[src/rtc_pkg.sv]
/*
 * Constants for the real-time clock control block: register offsets,
 * control bit positions, reset values and timing counts.
 * Assumes a 50 MHz core clock and an 8-bit register port.
 */
package rtc_pkg;
   localparam int CLK_MHZ = 50;
   localparam int DATA_W = 8;
   localparam int ADDR_W = 8;
   localparam int TIMER_W = 32;
   // Register offsets
   localparam logic [7:0] HOLD_BASE = 8'h00;
   localparam logic [7:0] CTRL_ADDR = 8'h04;
   localparam logic [7:0] ALARM_BASE = 8'h08;
   localparam logic [7:0] IRQ_STAT_ADDR = 8'h0C;
   localparam logic [7:0] IRQ_MASK_ADDR = 8'h0D;
   localparam int BYTES = 4;
   // Control register bit positions
   localparam int B_OSC_POWER = 7;
   localparam int B_MCD_ON = 6;
   localparam int B_OSC_FAIL = 5;
   localparam int B_RUN = 4;
   localparam int B_ALARM_ON = 3;
   localparam int B_ALARM_AR = 2;
   localparam int B_LOAD = 1;
   localparam int B_SNAP = 0;
   // Interrupt status bit positions
   localparam int I_ALARM = 0;
   localparam int I_FAIL = 1;
   localparam logic [7:0] CTRL_RESET = 8'h00;
   localparam logic [7:0] MASK_RESET = 8'h00;
   localparam logic [31:0] TIMER_RESET = 32'h0000_0000;
   // Missing-clock timeout: time in microseconds, then cycles
   localparam int MISS_TIME_US = 100;
   localparam int MISS_CYCLES = MISS_TIME_US * CLK_MHZ;
endpackage : rtc_pkg

[src/rtc_timer_core.sv]
/*
 * 32-bit timer with alarm compare and auto-reset, stepped by a one-cycle
 * oscillator tick enable.
 * Assumes load and capture pulses are one core cycle long.
 */
module rtc_timer_core (
   input wire logic core_clk_in,
   input wire logic rst_in,
   input wire logic tick_in,
   input wire logic run_in,
   input wire logic alarm_on_in,
   input wire logic autoreset_in,
   input wire logic alarm_clear_in,
   input wire logic load_in,
   input wire logic [31:0] load_value_in,
   input wire logic [31:0] match_in,
   output logic [31:0] count_out,
   output logic alarm_flag_out
);
   logic reset_arm;
   logic next_reset_arm;
   logic [31:0] next_count;
   logic next_alarm;
   wire logic hit = alarm_on_in && run_in && (count_out == match_in);

   // Count, hold, load and auto-reset clear
   assign next_count = load_in ? load_value_in :
      (tick_in && run_in) ? (reset_arm ? rtc_pkg::TIMER_RESET :
      count_out + 32'h0000_0001) : count_out;
   // Flag lives one tick; enable write drops it
   assign next_alarm = alarm_clear_in ? 1'b0 :
      tick_in ? hit : alarm_flag_out;
   // Arm the clear on the tick where the flag falls
   assign next_reset_arm = (tick_in && run_in) ?
      (alarm_flag_out && autoreset_in) : reset_arm;

   always_ff @(posedge core_clk_in) begin
      if (rst_in) begin
         count_out <= rtc_pkg::TIMER_RESET;
         alarm_flag_out <= 1'b0;
         reset_arm <= 1'b0;
      end else begin
         count_out <= next_count;
         alarm_flag_out <= next_alarm;
         reset_arm <= next_reset_arm;
      end
   end
endmodule : rtc_timer_core

[src/rtc_control.sv]
/*
 * Control and status logic of a real-time clock: oscillator power and
 * missing-clock detector, timer run, alarm, auto-reset, load and capture
 * handshakes with holding bytes, and an event interrupt.
 * Assumes the oscillator level input is synchronous to the core clock and
 * that a register master drives one-cycle strobes.
 */
//
// Notes on behaviour
// - Oscillator powered only while bit 7 set.
// - Missing-clock detector runs while bits 6 and 7 set.
// - Detector timeout sets oscillator-fail flag bit 5.
// - Timer counts while bit 4 set, holds otherwise.
// - Alarm active only while bit 3 set.
// - Writing alarm enable clears alarm flag.
// - Bit 2 reads the alarm event flag.
// - Bit 2 write stores auto-reset selection.
// - Bit 1 starts load; cleared when done.
// - Bit 0 starts snapshot; cleared when done.
// - Alarm flag lasts at most one oscillator cycle.
// - Running timer steps by one per cycle.
// - Alarm fires when timer equals match value.
// - Auto-reset zeroes timer two cycles after alarm.
// - Detector times out after 100 us stuck.
module rtc_control #(
   parameter int MISS_CYCLES = rtc_pkg::MISS_CYCLES
) (
   input wire logic core_clk_in,
   input wire logic rst_in,
   input wire logic [7:0] addr_in,
   input wire logic [7:0] wdata_in,
   input wire logic wr_in,
   input wire logic rd_in,
   output logic [7:0] rdata_out,
   input wire logic osc_level_in,
   output logic osc_power_out,
   output logic missing_clk_detect_out,
   output logic alarm_event_out,
   output logic osc_fail_event_out,
   output logic irq_out
);
   logic [7:0] rtc_control_q;
   logic [7:0] holding [rtc_pkg::BYTES];
   logic [7:0] match_b [rtc_pkg::BYTES];
   logic [7:0] irq_stat;
   logic [7:0] irq_mask;
   logic osc_prev;
   logic [15:0] stuck_cnt;
   logic timeout;
   logic alarm_prev;
   logic [31:0] count;
   logic alarm_flag;
   logic [7:0] next_ctrl;
   logic [7:0] next_stat;
   logic [7:0] next_rdata;

   // Address decode helper shared by both byte banks
   function automatic logic in_bank(input logic [7:0] a,
                                    input logic [7:0] base);
      in_bank = (a >= base) && (a < base + 8'h04);
   endfunction : in_bank

   wire logic [1:0] byte_sel = addr_in[1:0];
   wire logic ctrl_wr = wr_in && (addr_in == rtc_pkg::CTRL_ADDR);
   wire logic hold_wr = wr_in && in_bank(addr_in, rtc_pkg::HOLD_BASE);
   wire logic match_wr = wr_in && in_bank(addr_in, rtc_pkg::ALARM_BASE);
   wire logic stat_wr = wr_in && (addr_in == rtc_pkg::IRQ_STAT_ADDR);
   wire logic mask_wr = wr_in && (addr_in == rtc_pkg::IRQ_MASK_ADDR);

   // Control bits fanned out
   wire logic osc_on = rtc_control_q[rtc_pkg::B_OSC_POWER];
   wire logic mcd_on = rtc_control_q[rtc_pkg::B_MCD_ON];
   wire logic run = rtc_control_q[rtc_pkg::B_RUN];
   wire logic alarm_on = rtc_control_q[rtc_pkg::B_ALARM_ON];
   wire logic autoreset = rtc_control_q[rtc_pkg::B_ALARM_AR];
   wire logic load_go = rtc_control_q[rtc_pkg::B_LOAD];
   wire logic snap_go = rtc_control_q[rtc_pkg::B_SNAP];

   // Oscillator edge is the slow-rate tick; none while unpowered
   wire logic osc_tick = osc_on && osc_level_in && !osc_prev;
   wire logic [31:0] hold_word = {holding[3], holding[2],
                                  holding[1], holding[0]};
   wire logic [31:0] match_word = {match_b[3], match_b[2],
                                   match_b[1], match_b[0]};

   assign osc_power_out = osc_on;
   assign missing_clk_detect_out = mcd_on;
   assign alarm_event_out = alarm_flag;
   assign osc_fail_event_out = rtc_control_q[rtc_pkg::B_OSC_FAIL];
   assign irq_out = |(irq_stat & irq_mask);

   // Control register update; hardware clears the request bits after
   // one cycle, so a request reads back busy at most once
   always_comb begin
      next_ctrl = rtc_control_q;
      next_ctrl[rtc_pkg::B_LOAD] = 1'b0;
      next_ctrl[rtc_pkg::B_SNAP] = 1'b0;
      if (ctrl_wr) begin
         next_ctrl = wdata_in;
      end
      // Timeout wins over a software clear in the same cycle
      if (timeout) begin
         next_ctrl[rtc_pkg::B_OSC_FAIL] = 1'b1;
      end
   end

   always_ff @(posedge core_clk_in) begin
      if (rst_in) begin
         rtc_control_q <= rtc_pkg::CTRL_RESET;
      end else begin
         rtc_control_q <= next_ctrl;
      end
   end

   // Holding bytes: software writes, or a whole-word snapshot
   always_ff @(posedge core_clk_in) begin
      if (rst_in) begin
         for (int i = 0; i < rtc_pkg::BYTES; i++) begin
            holding[i] <= 8'h00;
         end
      end else if (snap_go) begin
         for (int i = 0; i < rtc_pkg::BYTES; i++) begin
            holding[i] <= count[8*i +: 8];
         end
      end else if (hold_wr) begin
         holding[byte_sel] <= wdata_in;
      end
   end

   // Alarm match bytes
   always_ff @(posedge core_clk_in) begin
      if (rst_in) begin
         for (int i = 0; i < rtc_pkg::BYTES; i++) begin
            match_b[i] <= 8'h00;
         end
      end else if (match_wr) begin
         match_b[byte_sel] <= wdata_in;
      end
   end

   // Missing-clock detector: counts core cycles with a stuck level.
   // Only armed while the oscillator is powered, so an off oscillator
   // does not flood the fail flag.
   wire logic mcd_armed = mcd_on && osc_on;
   wire logic osc_moved = osc_level_in != osc_prev;
   always_ff @(posedge core_clk_in) begin
      if (rst_in) begin
         osc_prev <= 1'b0;
         stuck_cnt <= 16'h0000;
         timeout <= 1'b0;
      end else begin
         osc_prev <= osc_level_in;
         timeout <= 1'b0;
         if (!mcd_armed || osc_moved) begin
            stuck_cnt <= 16'h0000;
         end else if (stuck_cnt == 16'(MISS_CYCLES)) begin
            timeout <= 1'b1;
            stuck_cnt <= 16'h0000;
         end else begin
            stuck_cnt <= stuck_cnt + 16'h0001;
         end
      end
   end

   // Interrupt status: set wins over write-one-to-clear
   wire logic alarm_rise = alarm_flag && !alarm_prev;
   always_comb begin
      next_stat = irq_stat;
      if (stat_wr) begin
         next_stat = irq_stat & ~wdata_in;
      end
      if (alarm_rise) begin
         next_stat[rtc_pkg::I_ALARM] = 1'b1;
      end
      if (timeout) begin
         next_stat[rtc_pkg::I_FAIL] = 1'b1;
      end
   end

   always_ff @(posedge core_clk_in) begin
      if (rst_in) begin
         irq_stat <= 8'h00;
         irq_mask <= rtc_pkg::MASK_RESET;
         alarm_prev <= 1'b0;
      end else begin
         irq_stat <= next_stat;
         alarm_prev <= alarm_flag;
         if (mask_wr) begin
            irq_mask <= wdata_in;
         end
      end
   end

   // Read mux; bit 2 of control shows the alarm flag, not auto-reset
   always_comb begin
      next_rdata = 8'h00;
      if (addr_in == rtc_pkg::CTRL_ADDR) begin
         next_rdata = rtc_control_q;
         next_rdata[rtc_pkg::B_ALARM_AR] = alarm_flag;
      end else if (in_bank(addr_in, rtc_pkg::HOLD_BASE)) begin
         next_rdata = holding[byte_sel];
      end else if (in_bank(addr_in, rtc_pkg::ALARM_BASE)) begin
         next_rdata = match_b[byte_sel];
      end else if (addr_in == rtc_pkg::IRQ_STAT_ADDR) begin
         next_rdata = irq_stat;
      end else if (addr_in == rtc_pkg::IRQ_MASK_ADDR) begin
         next_rdata = irq_mask;
      end
   end

   // Read data stands only in the cycle after the strobe
   always_ff @(posedge core_clk_in) begin
      if (rst_in) begin
         rdata_out <= 8'h00;
      end else begin
         rdata_out <= rd_in ? next_rdata : 8'h00;
      end
   end

   rtc_timer_core u_timer (
      .core_clk_in(core_clk_in),
      .rst_in(rst_in),
      .tick_in(osc_tick),
      .run_in(run),
      .alarm_on_in(alarm_on),
      .autoreset_in(autoreset),
      .alarm_clear_in(ctrl_wr),
      .load_in(load_go),
      .load_value_in(hold_word),
      .match_in(match_word),
      .count_out(count),
      .alarm_flag_out(alarm_flag)
   );
endmodule : rtc_control

[config.mk]
export PLATFORM = sky130hd
export DESIGN_NAME = rtc_control
export DESIGN_NICKNAME = d
export VERILOG_FILES = /design/src/rtc_pkg.sv /design/src/rtc_timer_core.sv /design/src/rtc_control.sv
export SDC_FILE = /design/constraint.sdc
export NUM_CORES = 1
export LEC_CHECK = 0
export BUFFER_PORTS_ARGS = -buffer_cell sky130_fd_sc_hd__buf_2
export CAP_MARGIN = 20
export CORE_ASPECT_RATIO = 1.1
export CORE_MARGIN = 2
export CORE_UTILIZATION = 25
export DETAILED_ROUTE_END_ITERATION = 10
export SLEW_MARGIN = 20
export SYNTH_ARGS = -nofsm -noshare
export SYNTH_HDL_FRONTEND = slang
export SYNTH_SLANG_ARGS = --single-unit
export TNS_END_PERCENT = 20
[constraint.sdc]
create_clock -name core_clk_in -period 4.8 [get_ports core_clk_in]
set_input_delay 0.24 -clock core_clk_in [delete_from_list [all_inputs] [get_ports core_clk_in]]
set_output_delay 0.24 -clock core_clk_in [all_outputs]
set_load 0.01 [all_outputs]
After elaboration in Yosys (flattened, before gate mapping):

Memory sizes are Yosys's and may differ from the RTL's.
Cells that the tools add are included.

* add/subtract/negate cells: 2
* multipliers: 0
* div/mod/pow operators: 0
* order comparisons: 4
* eq/ne operators: 6
* shift operators: 0
* mux-type cells: 36
* bitwise gates (word level): 9
* reductions and logical operators: 31

Operator list (number)
* two-way mux 32 bit: 3
* two-way mux 8 bit: 11
* adder 32 x 1 -> 32 bit (second input constant): 1
* == test 32 bit: 1
* OR reduction 8 bit: 3
* two-way mux 1 bit: 18
* adder 16 x 1 -> 16 bit (second input constant): 1
* AND 8 bit: 2
* == test 16 x 13 -> 1 bit (second input constant): 1
* == test 8 x 4 -> 1 bit (second input constant): 2
* logical AND 1 bit: 15
* == test 8 x 3 -> 1 bit (second input constant): 1
* >= comparator 8 x 1 -> 1 bit (second input constant): 1
* >= comparator 8 x 4 -> 1 bit (second input constant): 1
* less-than comparator 8 x 3 -> 1 bit (second input constant): 1
* less-than comparator 8 x 4 -> 1 bit (second input constant): 1
* inverter 8 bit: 1
* nonzero test 2 bit: 4
* OR reduction 2 bit: 4
* two-way mux 2 bit: 3
* two-way mux 6 bit: 1
* OR 1 bit: 4
* zero test 1 bit: 3
* OR reduction 3 bit: 1
* other kinds (3): 4

* bits in registers: 85
* bits in latches: 0
* bits in writable memories: 64
* memory bits (read-only): 0
* logic and storage cells: 105
* memories kept: 2

Memories
* holding: words 4, width 8, rd ports 5, clocked after Yosys merged registers in 0, write ports 4, RTL line rtc_control.sv:43 `logic [7:0] holding [rtc_pkg::BYTES];`
* match_b: words 4, width 8, rd ports 5, clocked after Yosys merged registers in 0, write ports 4, RTL line rtc_control.sv:44 `logic [7:0] match_b [rtc_pkg::BYTES];`

Logic depth before layout (Yosys ltp):

Gate-level depths: netlist (run 1).

* depth after elaboration: 9
* gate-level depth with buffers: 8

Cells and area by module:

From an unflattened synthesis (run 1), not the netlist that was laid out.

* cell total of the unflattened synthesis: 747
* area, all modules: 7744.9 sq um

Modules (own cells, without submodules)
* rtc_control: instances 1, cells an instance 448, area each 5377.7 sq um, seq. area each 2942.8 sq um
* rtc_timer_core: instances 1, cells an instance 299, area each 2367.3 sq um, seq. area each 680.7 sq um

Worst setup path after synthesis (run 1):

Ideal clock, no wire load.

* path type: in2reg
* start point: input port addr_in[7]
* end point: memory holding[3][0], enable pin
* setup time: 0.384 ns
* arrival: 1.971 ns
* data required time: 4.416 ns
* setup slack: 2.445 ns
* cell stages on the path: 4
* buffers on the path: 0
* cells stage by stage: or4_4 > nor3_4 > nand2_1 > o21ai_0

RTL lines
* start: declaration: RTL line rtc_control.sv:30 `input wire logic [7:0] addr_in,`
* end: declaration: RTL line rtc_control.sv:43

==> impl_results.md, run 1 <==
* Synth Area in Compound Gates at 12.03%
* Worst Clk Skew at 12.33 ps
* R2R Path End: u_timer.count_out[13]
* Crit end category: flop
* Row cnt at 66
* Clock sink count at 149
* Setup tns final at 0 ps
* Hold WC Path Type: primary input to flop
* Fill count at 3092
* Placer Congestion at 0.8901
* Htree depth at 4
* Antenna Cells at 0
* Seq/Total Area, Yosys at 47.86%
* Max-Slew Margin vs Limit at 31.73%
* Largest family of logic cells by synthesized area: simple AND/OR/NAND/NOR gates
* Critical Path Source Type: primary input
* Final Hold Vio Count at 0
* Overflow after GRT at 0
* Crit path DAT at 2640 ps
* Die area at 0.03169 mm^2
* Hold wc startpoint: osc_level_in
* Tot GR Track Use at 13.95%
* Layout cells sized above 1 at 12.66%
* DP Area at 0.008013 mm^2
* Crit path max fanout at 30
* Cts hold-fix bufs at 0
* Ports at 34
* Top FF cell, synth: dfxtp_1
* Most frequent cells in the layout: dfxtp_1, edfxtp_1, nor2_1, nand2_1, and3_1
* Starting Density at about a quarter
* NumNets Final at 769
* Post-Synth Simple-Gate Area at 20.03%
* Pins over their slew limit at 0
* TritonRoute pass-1 iters at 5
* Mean Syn Cell Area at 10.16 um^2
* Worst-path clk slew at 60 ps
* Final instance area at 0.008581 mm^2
* Synth Instances at 745
* EDFF count, synth at 64
* Clk_lat worst skew at 430 ps
* Initial antenna violation count at 0
* Routed Antenna Nets at 0
* Post-Route WL at 21.83 mm
* Post-layout minimum cycle time at 2523 ps
* DRT iter0 DRCs at 567
* CTS tree: done
* Status: finished clean
* Worst slew pin tran at 1020 ps
* Routed length per instance at 19.29 um
* Vias in the first global route at 5657
* Mux share of post-synthesis cell area at under 10%
* Synthesized cell area at ~0.0076 mm^2
* Area added between synthesis and finish at 13.34%
* CTS Buffer Depth at 2
* Synth Register Bits at 149
* Adder-cell share of the synthesized area at less than 1%
* Post-DP HPWL at around 16 mm
* Max-cap viol count at 0
* FF-to-FF setup slack at around 2300 ps
* Post-Synth XOR/XNOR Area at between 7 and 8%
* Core ar. at 0.02973 mm^2
* Post-CTS Resized at 0
* Syn. warnings at 0
* Tcrit/Tclk final at 52.56%
* Hold EP: osc_prev
* Max Fclk at 396.4 MHz
* Die width at 169.9 um
* Share of synthesized registers carrying an async set or reset at 0%
* Required @ worst endpoint at 4920 ps
* Leading cell type in the layout, fill and taps excluded: dfxtp_1
* Final setup fails at 0
* Syn_nets at 769
* Largest net degree at the start of global routing at a little under 50
* First-pass GRT wire length at 33.63 mm
* Post-DR vias/cell at 5.224
* Cell count of the worst reg-to-reg path at 5
* CTS Buf Count at 17
* Worst Hold Path Cells at 2
* Root buf cell: clkbuf_16
* Chip height at 186.5 um
* PortBufs at 33
* Vias at 5914
* Hold_ws at 97.28 ps
* DRC violations left at 0
* Setup repair bufs after CTS at 0
* VDD IR max at 0.2243 mV
* Leak at 0.003032 uW
* Pwr Density at 327.4 mW/mm^2
* Reg2reg start: rtc_control_q[1]
* RSZ-0062 raised after global routing: no
* WS Path Type: primary input to flop
* Synth unique cells at 52
cells in the mapped netlist, types with 5 or more instances:
cell | count | area, um^2
a21oi_1 | 28 | 140.1
nor3_1 | 14 | 70.07
a22oi_1 | 11 | 82.58
dfxtp_1 | 85 | 1702
buf_2 | 6 | 30.03
and3_1 | 42 | 262.8
nor2_1 | 57 | 214.0
inv_1 | 12 | 45.04
xnor2_1 | 36 | 315.3
nand3_1 | 26 | 130.1
nand4_1 | 25 | 156.4
o22ai_1 | 15 | 93.84
clkbuf_1 | 46 | 172.7
a211oi_1 | 9 | 67.56
and2_1 | 23 | 143.9
mux2i_1 | 24 | 240.2
xor2_1 | 33 | 289.0
edfxtp_1 | 64 | 1922
nor4_1 | 11 | 68.82
nand2_1 | 50 | 187.7
and4_1 | 5 | 43.79
o21ai_0 | 25 | 125.1
a22o_1 | 33 | 289.0
mux4_2 | 16 | 360.4
nor2b_1 | 5 | 31.28
per-layer routing:
| layer | vias up | routed length (um) | track usage, % |
|---|---|---|---|
| met5 | - | 0 | 0 |
| met4 | 0 | 754 | 6.049 |
| met3 | 48 | 1725 | 2.906 |
| met2 | 251 | 10180 | 21.82 |
| met1 | 2876 | 9172 | 18.62 |
| li1 | 2739 | - | - |
flip-flops by register name, summed over array words and instances (netlist names), 8 cells and up:
register,flops
irq_stat,8
irq_mask,8
rtc_control_q,8
rdata_out,8
stuck_cnt,16
match_b,32
holding,32
u_timer.count_out,32
power by group:
part	switching (uW)	internal, uW
Sequential	36.5	1350
Clock	542	733
Combinational	92.5	53.3
Total	670	2140
through the flow:
step	worst slack, ps	util (%)	std cells	total power, uW
2_1_floorplan	2445	-	745	1490
3_3_place_gp	1891	26.94	1100	1557
3_5_place_dp	1852	26.95	1100	1558
4_1_cts	2303	28.85	1132	2823
5_1_grt	1980	28.86	1132	2894
6_report	2277	28.86	1132	2809
critical path: stages:
cell     delay (ps)
buf_2           710
nor2b_1         290
nand2_1         200
nor4_1          810
or2_2           360
worst max path at each step:
stage | slack [ps] | depth (start not counted) | from | endpoint
after global routing | 1980 | 5 | addr_in[0] | match_b[1][7]
after floorplan | 2440 | 4 | addr_in[7] | holding[3][0]
after detailed placement | 1850 | 5 | addr_in[0] | match_b[1][4]
final | 2280 | 5 | addr_in[0] | match_b[1][1]
after global placement | 1890 | 5 | addr_in[0] | match_b[1][7]
after CTS | 2300 | 5 | addr_in[0] | match_b[1][7]
kinds of logic after synthesis:
kind of cell | Yosys count
AO/OA/AOI/OAI | 134
adder cells (fa/ha/maj) | 3
multiplexers | 40
XOR/XNOR | 69
AND/OR/NAND/NOR | 281
flip-flops | 149
buffers and inverters | 69
cell type report:
| class | instances | area [um^2] | area share, % |
|---|---|---|---|
| Clock buffer | 19 | 442.9 | 5.162 |
| Clock inverter | 13 | 120.1 | 1.400 |
| Inverter | 13 | 48.80 | 0.5687 |
| Multi-Input combinational cell | 527 | 3682 | 42.91 |
| Sequential cell | 149 | 3623 | 42.23 |
| Tap cell | 374 | 467.9 | 5.453 |
| Timing Repair Buffer | 37 | 195.2 | 2.275 |
(Power assumes the default switching activity.)
==> run 2: changes to the inputs <==
ABC_AREA = 1   (was unset)
clock period = 2.1 ns   (was 4.8 ns; I/O delays follow)
==> run 2 against run 1 <==
  * Sequential share of layout area is 3.7 points lower
  * Hold slack worse by 42 ps
  * Combinational power up 140%
  * Critical path type is now flop to flop
  * Largest power group is now the clock network
  * Highest routed layer unchanged
==> impl_results.md, run 2 <==
* Leading cell type in the layout, fill and taps excluded: nand2_1
* Power Total at 6593 uW (+130%)
* Post-synth top area cell: edfxtp_1
* Post-Route WL at 26.79 mm (+23%)
* Hold WC Path Type: primary input to flop
* Top FF cell, synth: dfxtp_1
* Multi-input gate area at 0.003612 mm^2 (-1.9%)
* DRC violations left at 0 (unchanged)
* Post-route worst setup slack at 210.7 ps (-2067 ps)
* Root buf cell: clkbuf_16
* Placer Congestion at 0.9954 (+12%)
* Required @ worst endpoint at 2410 ps (-2510 ps)
* Most frequent cells in the layout: nand2_1, inv_1, nor2_1, dfxtp_1, a21oi_1
* Synth cell count leaders: nand2_1, inv_1, nor2_1
* Critical Path Source Type: flop
* Syn. warnings at 0 (unchanged)
* Seq/Total Area, Yosys at 45.39% (-2.5 points)
* Worst slew pin tran at 594.7 ps (-425.7 ps)
* Largest net degree at the start of global routing at 33 (-33%)
* Register area at 0.003623 mm^2 (unchanged)
* Crit path max-delay cell type: dfxtp_1
* Worst path cell trace: ha_1 > nand3_1 > inv_1 > nand2_1 > nor2_2 > nand3_1 > a31oi_1 > nor2_1
* Max-Slew Margin vs Limit at 60.11% (+28 points)
* Worst Clk Skew at 8.284 ps (-4.047 ps)
* Final setup fails at 0 (unchanged)
* Final Hold Vio Count at 0 (unchanged)
* Core ar. at 0.03140 mm^2 (+5.6%)
* EDFF count, synth at 64 (unchanged)
* Post-place setup slack at 143.2 ps (-1708 ps)
* Area added between synthesis and finish at 17.96%
* Synth Register Bits at 149 (unchanged)
* Most common cell in the netlist: nand2_1
* Mean Syn Cell Area at 7.324 um^2 (-28%)
* Syn_nets at 1114 (+45%)
* WS Path Type: flop to flop
* VDD IR max at 0.5762 mV (+160%)
* Post-Synth XOR/XNOR Area at 0.7680% (-7.2 points)
* Pwr Density at 700.2 mW/mm^2 (+110%)
* Post-Synth Simple-Gate Area at 29.20% (+9.2 points)
* Synthesized cell area at 0.007983 mm^2 (+5.4%)
* Ports at 34 (unchanged)
* Leak at 0.003570 uW (+18%)
* Post-synth top area share at 24.08% (-1.3 points)
* Die width at 174.4 um (+2.6%)
* Post-layout minimum cycle time at roughly 1900 ps
* Pins over their slew limit at 0 (unchanged)
* CTS tree: done
* TritonRoute pass-1 iters at 5 (unchanged)
* Buf/Inv on CP at 1 (unchanged)
* Largest family of logic cells by synthesized area: simple AND/OR/NAND/NOR gates
* RSZ-0062 raised after global routing: no
* Overflow after GRT at 0 (unchanged)
* Clock sink count at 149 (unchanged)
* Post-DP HPWL at 20.39 mm (+30%)
* PortBufs at 33 (unchanged)
* Row cnt at 68 (+3.0%)
* Vias in the first global route at 7318 (+29%)
* Tcrit/Tclk final at 89.96%
* Adder-cell share of the synthesized area at 0.4702% (-0.026 points)
* Starting Density at 25.43% (-0.041 points)
* Die area at 0.03338 mm^2 (+5.3%)
* Crit path max fanout at 7 (-77%)
* Setup tns final at 0 ps (unchanged)
* Htree depth at 4 (unchanged)
* Post-DR vias/cell at 4.905 (-6.1%)
* Max incr delay on CP at 450 ps (-360 ps)
* Layout cells sized above 1 at 11.02% (-1.6 points)
* Clk_lat worst skew at 430 ps (about the same)
* Worst path top cell family by delay: simple AND/OR/NAND/NOR gates
* Share of synthesized registers carrying an async set or reset at 0% (unchanged)
* Antenna Cells at 0 (unchanged)
* Max Fclk at ~530 MHz
* Synth unique cells at 45 (-13%)
* Setup repair bufs after CTS at 0 (unchanged)
* Mux share of post-synthesis cell area at 0% (-7.9 points)
* Tot GR Track Use at 16.26% (+2.3 points)
* NumNets Final at 1173 (+53%)
* Initial antenna violation count at 0 (unchanged)
* Routed Antenna Nets at 0 (unchanged)
* Crit end category: flop
* Main area contributors after synthesis: edfxtp_1, dfxtp_1, nand2_1
* Routed length per instance at 16.94 um (-12%)
* Chip height at 191.4 um (+2.6%)
* DRT iter0 DRCs at 671 (+18%)
* CTS Buffer Depth at 2 (unchanged)
* CTS Buf Count at 17 (unchanged)
* Vias at 7760 (+31%)
* Top Registers: holding x32, match_b x32, u_timer.count_out x32
* Crit-path most repeated cell: nand3_1
* Crit path DAT at 2200 ps (-440 ps)
* Worst-path clk slew at 70 ps (about the same)
* Fill count at 3370 (+9.0%)
* Status: finished clean
* Max-cap viol count at 0 (unchanged)
* Synth Instances at 1090 (+46%)
* First-pass GRT wire length at 41.14 mm (+22%)
* Synth Area in Compound Gates at 14.81% (+2.8 points)
-- run 2: logic make-up after synthesis --
group,count (synthesis)
compound gates,203
xor+xnor,7
fa+ha+maj,3
buf+inv,189
flops,149
simple gates,539
-- run 2: area by class of cell --
cell class                      instances  area share [%]
Sequential cell                       149           38.48
Multi-Input combinational cell        752           38.36
Inverter                              161           6.418
Tap cell                              420           5.581
Clock buffer                           19           4.930
Timing Repair Buffer                   68           4.810
Clock inverter                         13           1.422
-- run 2: where the power goes --
group,total (uW),internal [uW],switching [uW],leakage [uW]
Combinational,357,97.7,259,0.00196
Clock,3130,1770,1360,0.000295
Sequential,3110,3070,35.3,0.00132
Total,6590,4940,1650,0.00357
-- run 2: routing by layer --
layer | GRT usage (%) | part of all wire (%) | vias to the layer above
met1 | 20.69 | 42 | 3626
met3 | 2.526 | 7.3 | 58
met5 | 0 | 0 | -
met2 | 26.92 | 46 | 336
li1 | - | - | 3740
met4 | 7.886 | 4.2 | 0
-- run 2: worst paths after layout --
path,from,to,slack (ps),cells past startpoint
hold reg to reg,alarm_prev,irq_stat[0],440,1
setup reg to reg,u_timer.count_out[0],u_timer.count_out[24],210,8
setup / recovery,u_timer.count_out[0],u_timer.count_out[24],210,8
hold / removal,wr_in,rtc_control_q[1],50,3
-- run 2: tightest hold or removal path, delay by kind of cell --
family	cells	cell delay [ps]
buffers and inverters	1	150
AND/OR/NAND/NOR	2	190
-- run 2: through the flow --
| stage | utilization (%) | hold WS, ps | cells | cell area, um^2 |
|---|---|---|---|---|
| after floorplan | - | 230.1 | 1090 | 7983 |
| after global placement | 27.77 | 373.4 | 1540 | 8718 |
| after detailed placement | 27.77 | 380.5 | 1540 | 8718 |
| after CTS | 29.99 | 47.38 | 1582 | 9417 |
| after global routing | 29.99 | 51.30 | 1582 | 9417 |
| final | 29.99 | 54.94 | 1582 | 9417 |
-- run 2: what timing repair did --
action,CTS,global route
hold buffers,10,0
hold endpoints to repair,10,0
resized for setup,0,0
==> run 3: changes to the inputs <==
CORE_UTILIZATION = 56   (was 25)
PLACE_DENSITY = 0.76   (was unset)
==> run 3 against run 2 <==
  * Final cell count is 15% lower
  * Critical path type unchanged
  * Power is 0.46% lower
  * Largest cell class unchanged
  * Global-route usage is 19 points higher
  * Fmax is 2.3% lower
  * Highest routed layer unchanged
==> impl_results.md, run 3 (synthesis results as in run 2) <==
* FF-to-FF setup slack at 170 ps (-50 ps)
* Area added between synthesis and finish at 14.36%
* Worst slew pin tran at 578.7 ps (-15.96 ps)
* Power Total at 6563 uW (-0.46%)
* Hold EP: rdata_out[6]
* Leading cell type in the layout, fill and taps excluded: nand2_1
* Clock power frac at 47.3% (-0.2 points)
* Status: finished clean
* Routed length per instance at 19.18 um (+13%)
* Largest net degree at the start of global routing at 34 (+3.0%)
* Register area at 0.003623 mm^2 (unchanged)
* Final setup fails at 0 (unchanged)
* R2R Path End: u_timer.count_out[24]
* Starting Density at 57.63% (+32 points)
* Vias at 7956 (+2.5%)
* Required @ worst endpoint at 2410 ps (about the same)
* DRC violations left at 0 (unchanged)
* Initial antenna violation count at 0 (unchanged)
* Pwr Density at 719.0 mW/mm^2 (+2.7%)
* Cell count of the worst reg-to-reg path at 8 (unchanged)
* Htree depth at 4 (unchanged)
* DRT iter0 DRCs at 1099 (+64%)
* PortBufs at 33 (unchanged)
* Post-DP HPWL at 18.88 mm (-7.4%)
* Hold wc startpoint: rd_in
* Clk_lat worst skew at 430 ps (about the same)
* Clock sink count at 149 (unchanged)
* Post-Route WL at 25.87 mm (-3.4%)
* Placer Congestion at 1.030 (+3.4%)
* Die area at 0.01523 mm^2 (-54%)
* Core ar. at 0.01385 mm^2 (-56%)
* Root buf cell: clkbuf_16
* Max-Slew Margin vs Limit at 61.13% (+1.0 points)
* First-pass GRT wire length at 40.05 mm (-2.7%)
* Post-DR vias/cell at 5.898 (+20%)
* Ports at 34 (unchanged)
* Crit path max fanout at 7 (unchanged)
* Die width at 117.8 um (-32%)
* Leak at 0.003573 uW (about the same)
* Chip height at 129.2 um (-32%)
* Critical Path Source Type: flop
* Top Registers: holding x32, match_b x32, u_timer.count_out x32
* CTS tree: done
* Crit path DAT at 2240 ps (+40 ps)
* Worst Clk Skew at 8.362 ps (+0.07738 ps)
* Vias in the first global route at 7315 (-0.041%)
* Multi-input gate area at 0.003612 mm^2 (unchanged)
* Worst-path clk slew at 60 ps (about the same)
* Reg power frac at 47.5% (+0.4 points)
* Fill count at 1244 (-63%)
* Pins over their slew limit at 0 (unchanged)
* Tot GR Track Use at 34.84% (+19 points)
* Post-layout minimum cycle time at 1935 ps (+45.33 ps)
* RSZ-0062 raised after global routing: no
* Overflow after GRT at 0 (unchanged)
* Layout cells sized above 1 at 10.77% (-0.25 points)
* Setup tns final at 0 ps (unchanged)
* CTS Buffer Depth at 2 (unchanged)
* Crit end category: flop
* Row cnt at 45 (-34%)
* Post-CTS Resized at 0 (unchanged)
* VDD IR max at 0.6344 mV (+10%)
* Internal Power at 5081 uW (+2.8%)
* Final Util at 65.91% (+36 points)
* Worst Hold Path Cells at 5 (+2)
* Final Hold Vio Count at 0 (unchanged)
* WS Path Type: flop to flop
* Reg2reg start: u_timer.count_out[1]
* Most frequent cells in the layout: nand2_1, inv_1, nor2_1, dfxtp_1, a21oi_1
* Routed Antenna Nets at 0 (unchanged)
* Switching Share at 22.59% (-2.4 points)
* Tcrit/Tclk final at 92.12% (+2.2 points)
* Combinational power share at 5.3% (about the same)
* TritonRoute pass-1 iters at 6 (+1)
* NumNets Final at 1172 (-0.085%)
* P_sw at 1482 uW (-10%)
* Max Fclk at 516.9 MHz (-2.3%)
* Antenna Cells at 0 (unchanged)
* Max-cap viol count at 0 (unchanged)
* Hold WC Path Type: primary input to flop
* CTS Buf Count at 17 (unchanged)
## run 3: changes by cell type in the layout (fill, tap and decap cells not counted)
cell,delta
clkinv_4,-2
clkinv_2,+3
inv_6,-5
buf_4,-1
inv_8,-2
dlygate4sd3_1,-1
clkbuf_8,+2
buf_12,+1
clkbuf_1,+3
bufinv_16,+1
## run 3: metal layers
layer | up-vias | wire length (um) | global-route usage (%)
li1 | 3735 | - | -
met1 | 3641 | 10080 | 45.07
met2 | 496 | 11940 | 57.18
met3 | 84 | 2613 | 5.326
met4 | 0 | 1234 | 18.28
met5 | - | 0 | 0
## run 3: worst max-delay path by stage
stage	from	endpoint	slack [ps]	cells after the start
CTS	u_timer.count_out[0]	u_timer.count_out[24]	220	8
global placement	addr_in[7]	match_b[1][6]	290	10
detailed placement	addr_in[4]	match_b[0][1]	170	10
global route	u_timer.count_out[0]	u_timer.count_out[24]	70	8
floorplan	addr_in[4]	match_b[3][0]	350	7
finish	u_timer.count_out[1]	u_timer.count_out[24]	170	8
## run 3: area by class of cell
cell class                      instances  share of cell area (%)
Sequential cell                       149                   39.69
Multi-Input combinational cell        752                   39.57
Inverter                              161                   6.620
Clock buffer                           24                   5.510
Timing Repair Buffer                   67                   4.989
Tap cell                              188                   2.577
Clock inverter                          8                   1.042
## run 3: power groups by stage
stage / logic, uW / registers (uW) / clock network (uW)
6_report: 346 / 3120 / 3100
5_1_grt: 364 / 3120 / 3220
4_1_cts: 334 / 3110 / 3100
3_5_place_dp: 319 / 3180 / 0
3_3_place_gp: 318 / 3180 / 0
2_1_floorplan: 183 / 3160 / 0
## run 3: through the flow
stage	hold WS [ps]	instance area [um^2]	instances	setup slack [ps]
3_5_place_dp	366.3	8441	1308	174.0
4_1_cts	76.30	9129	1349	222.0
2_1_floorplan	230.1	7983	1090	348.1
6_report	93.59	9129	1349	165.4
3_3_place_gp	356.8	8441	1308	290.0
5_1_grt	149.5	9129	1349	65.47
## run 3: critical path: stages (launching register included)
cell,delay (ps)
dfxtp_1,440
ha_1,310
nand3_1,130
inv_1,100
nand2_1,130
nor2_2,310
nand3_1,130
a31oi_1,200
nor2_1,50
## run 3: repair_timing
action | 4_1_cts | 5_1_grt
buffers inserted | 0 | 0
hold endpoints to repair | 9 | 0
hold buffers | 9 | 0
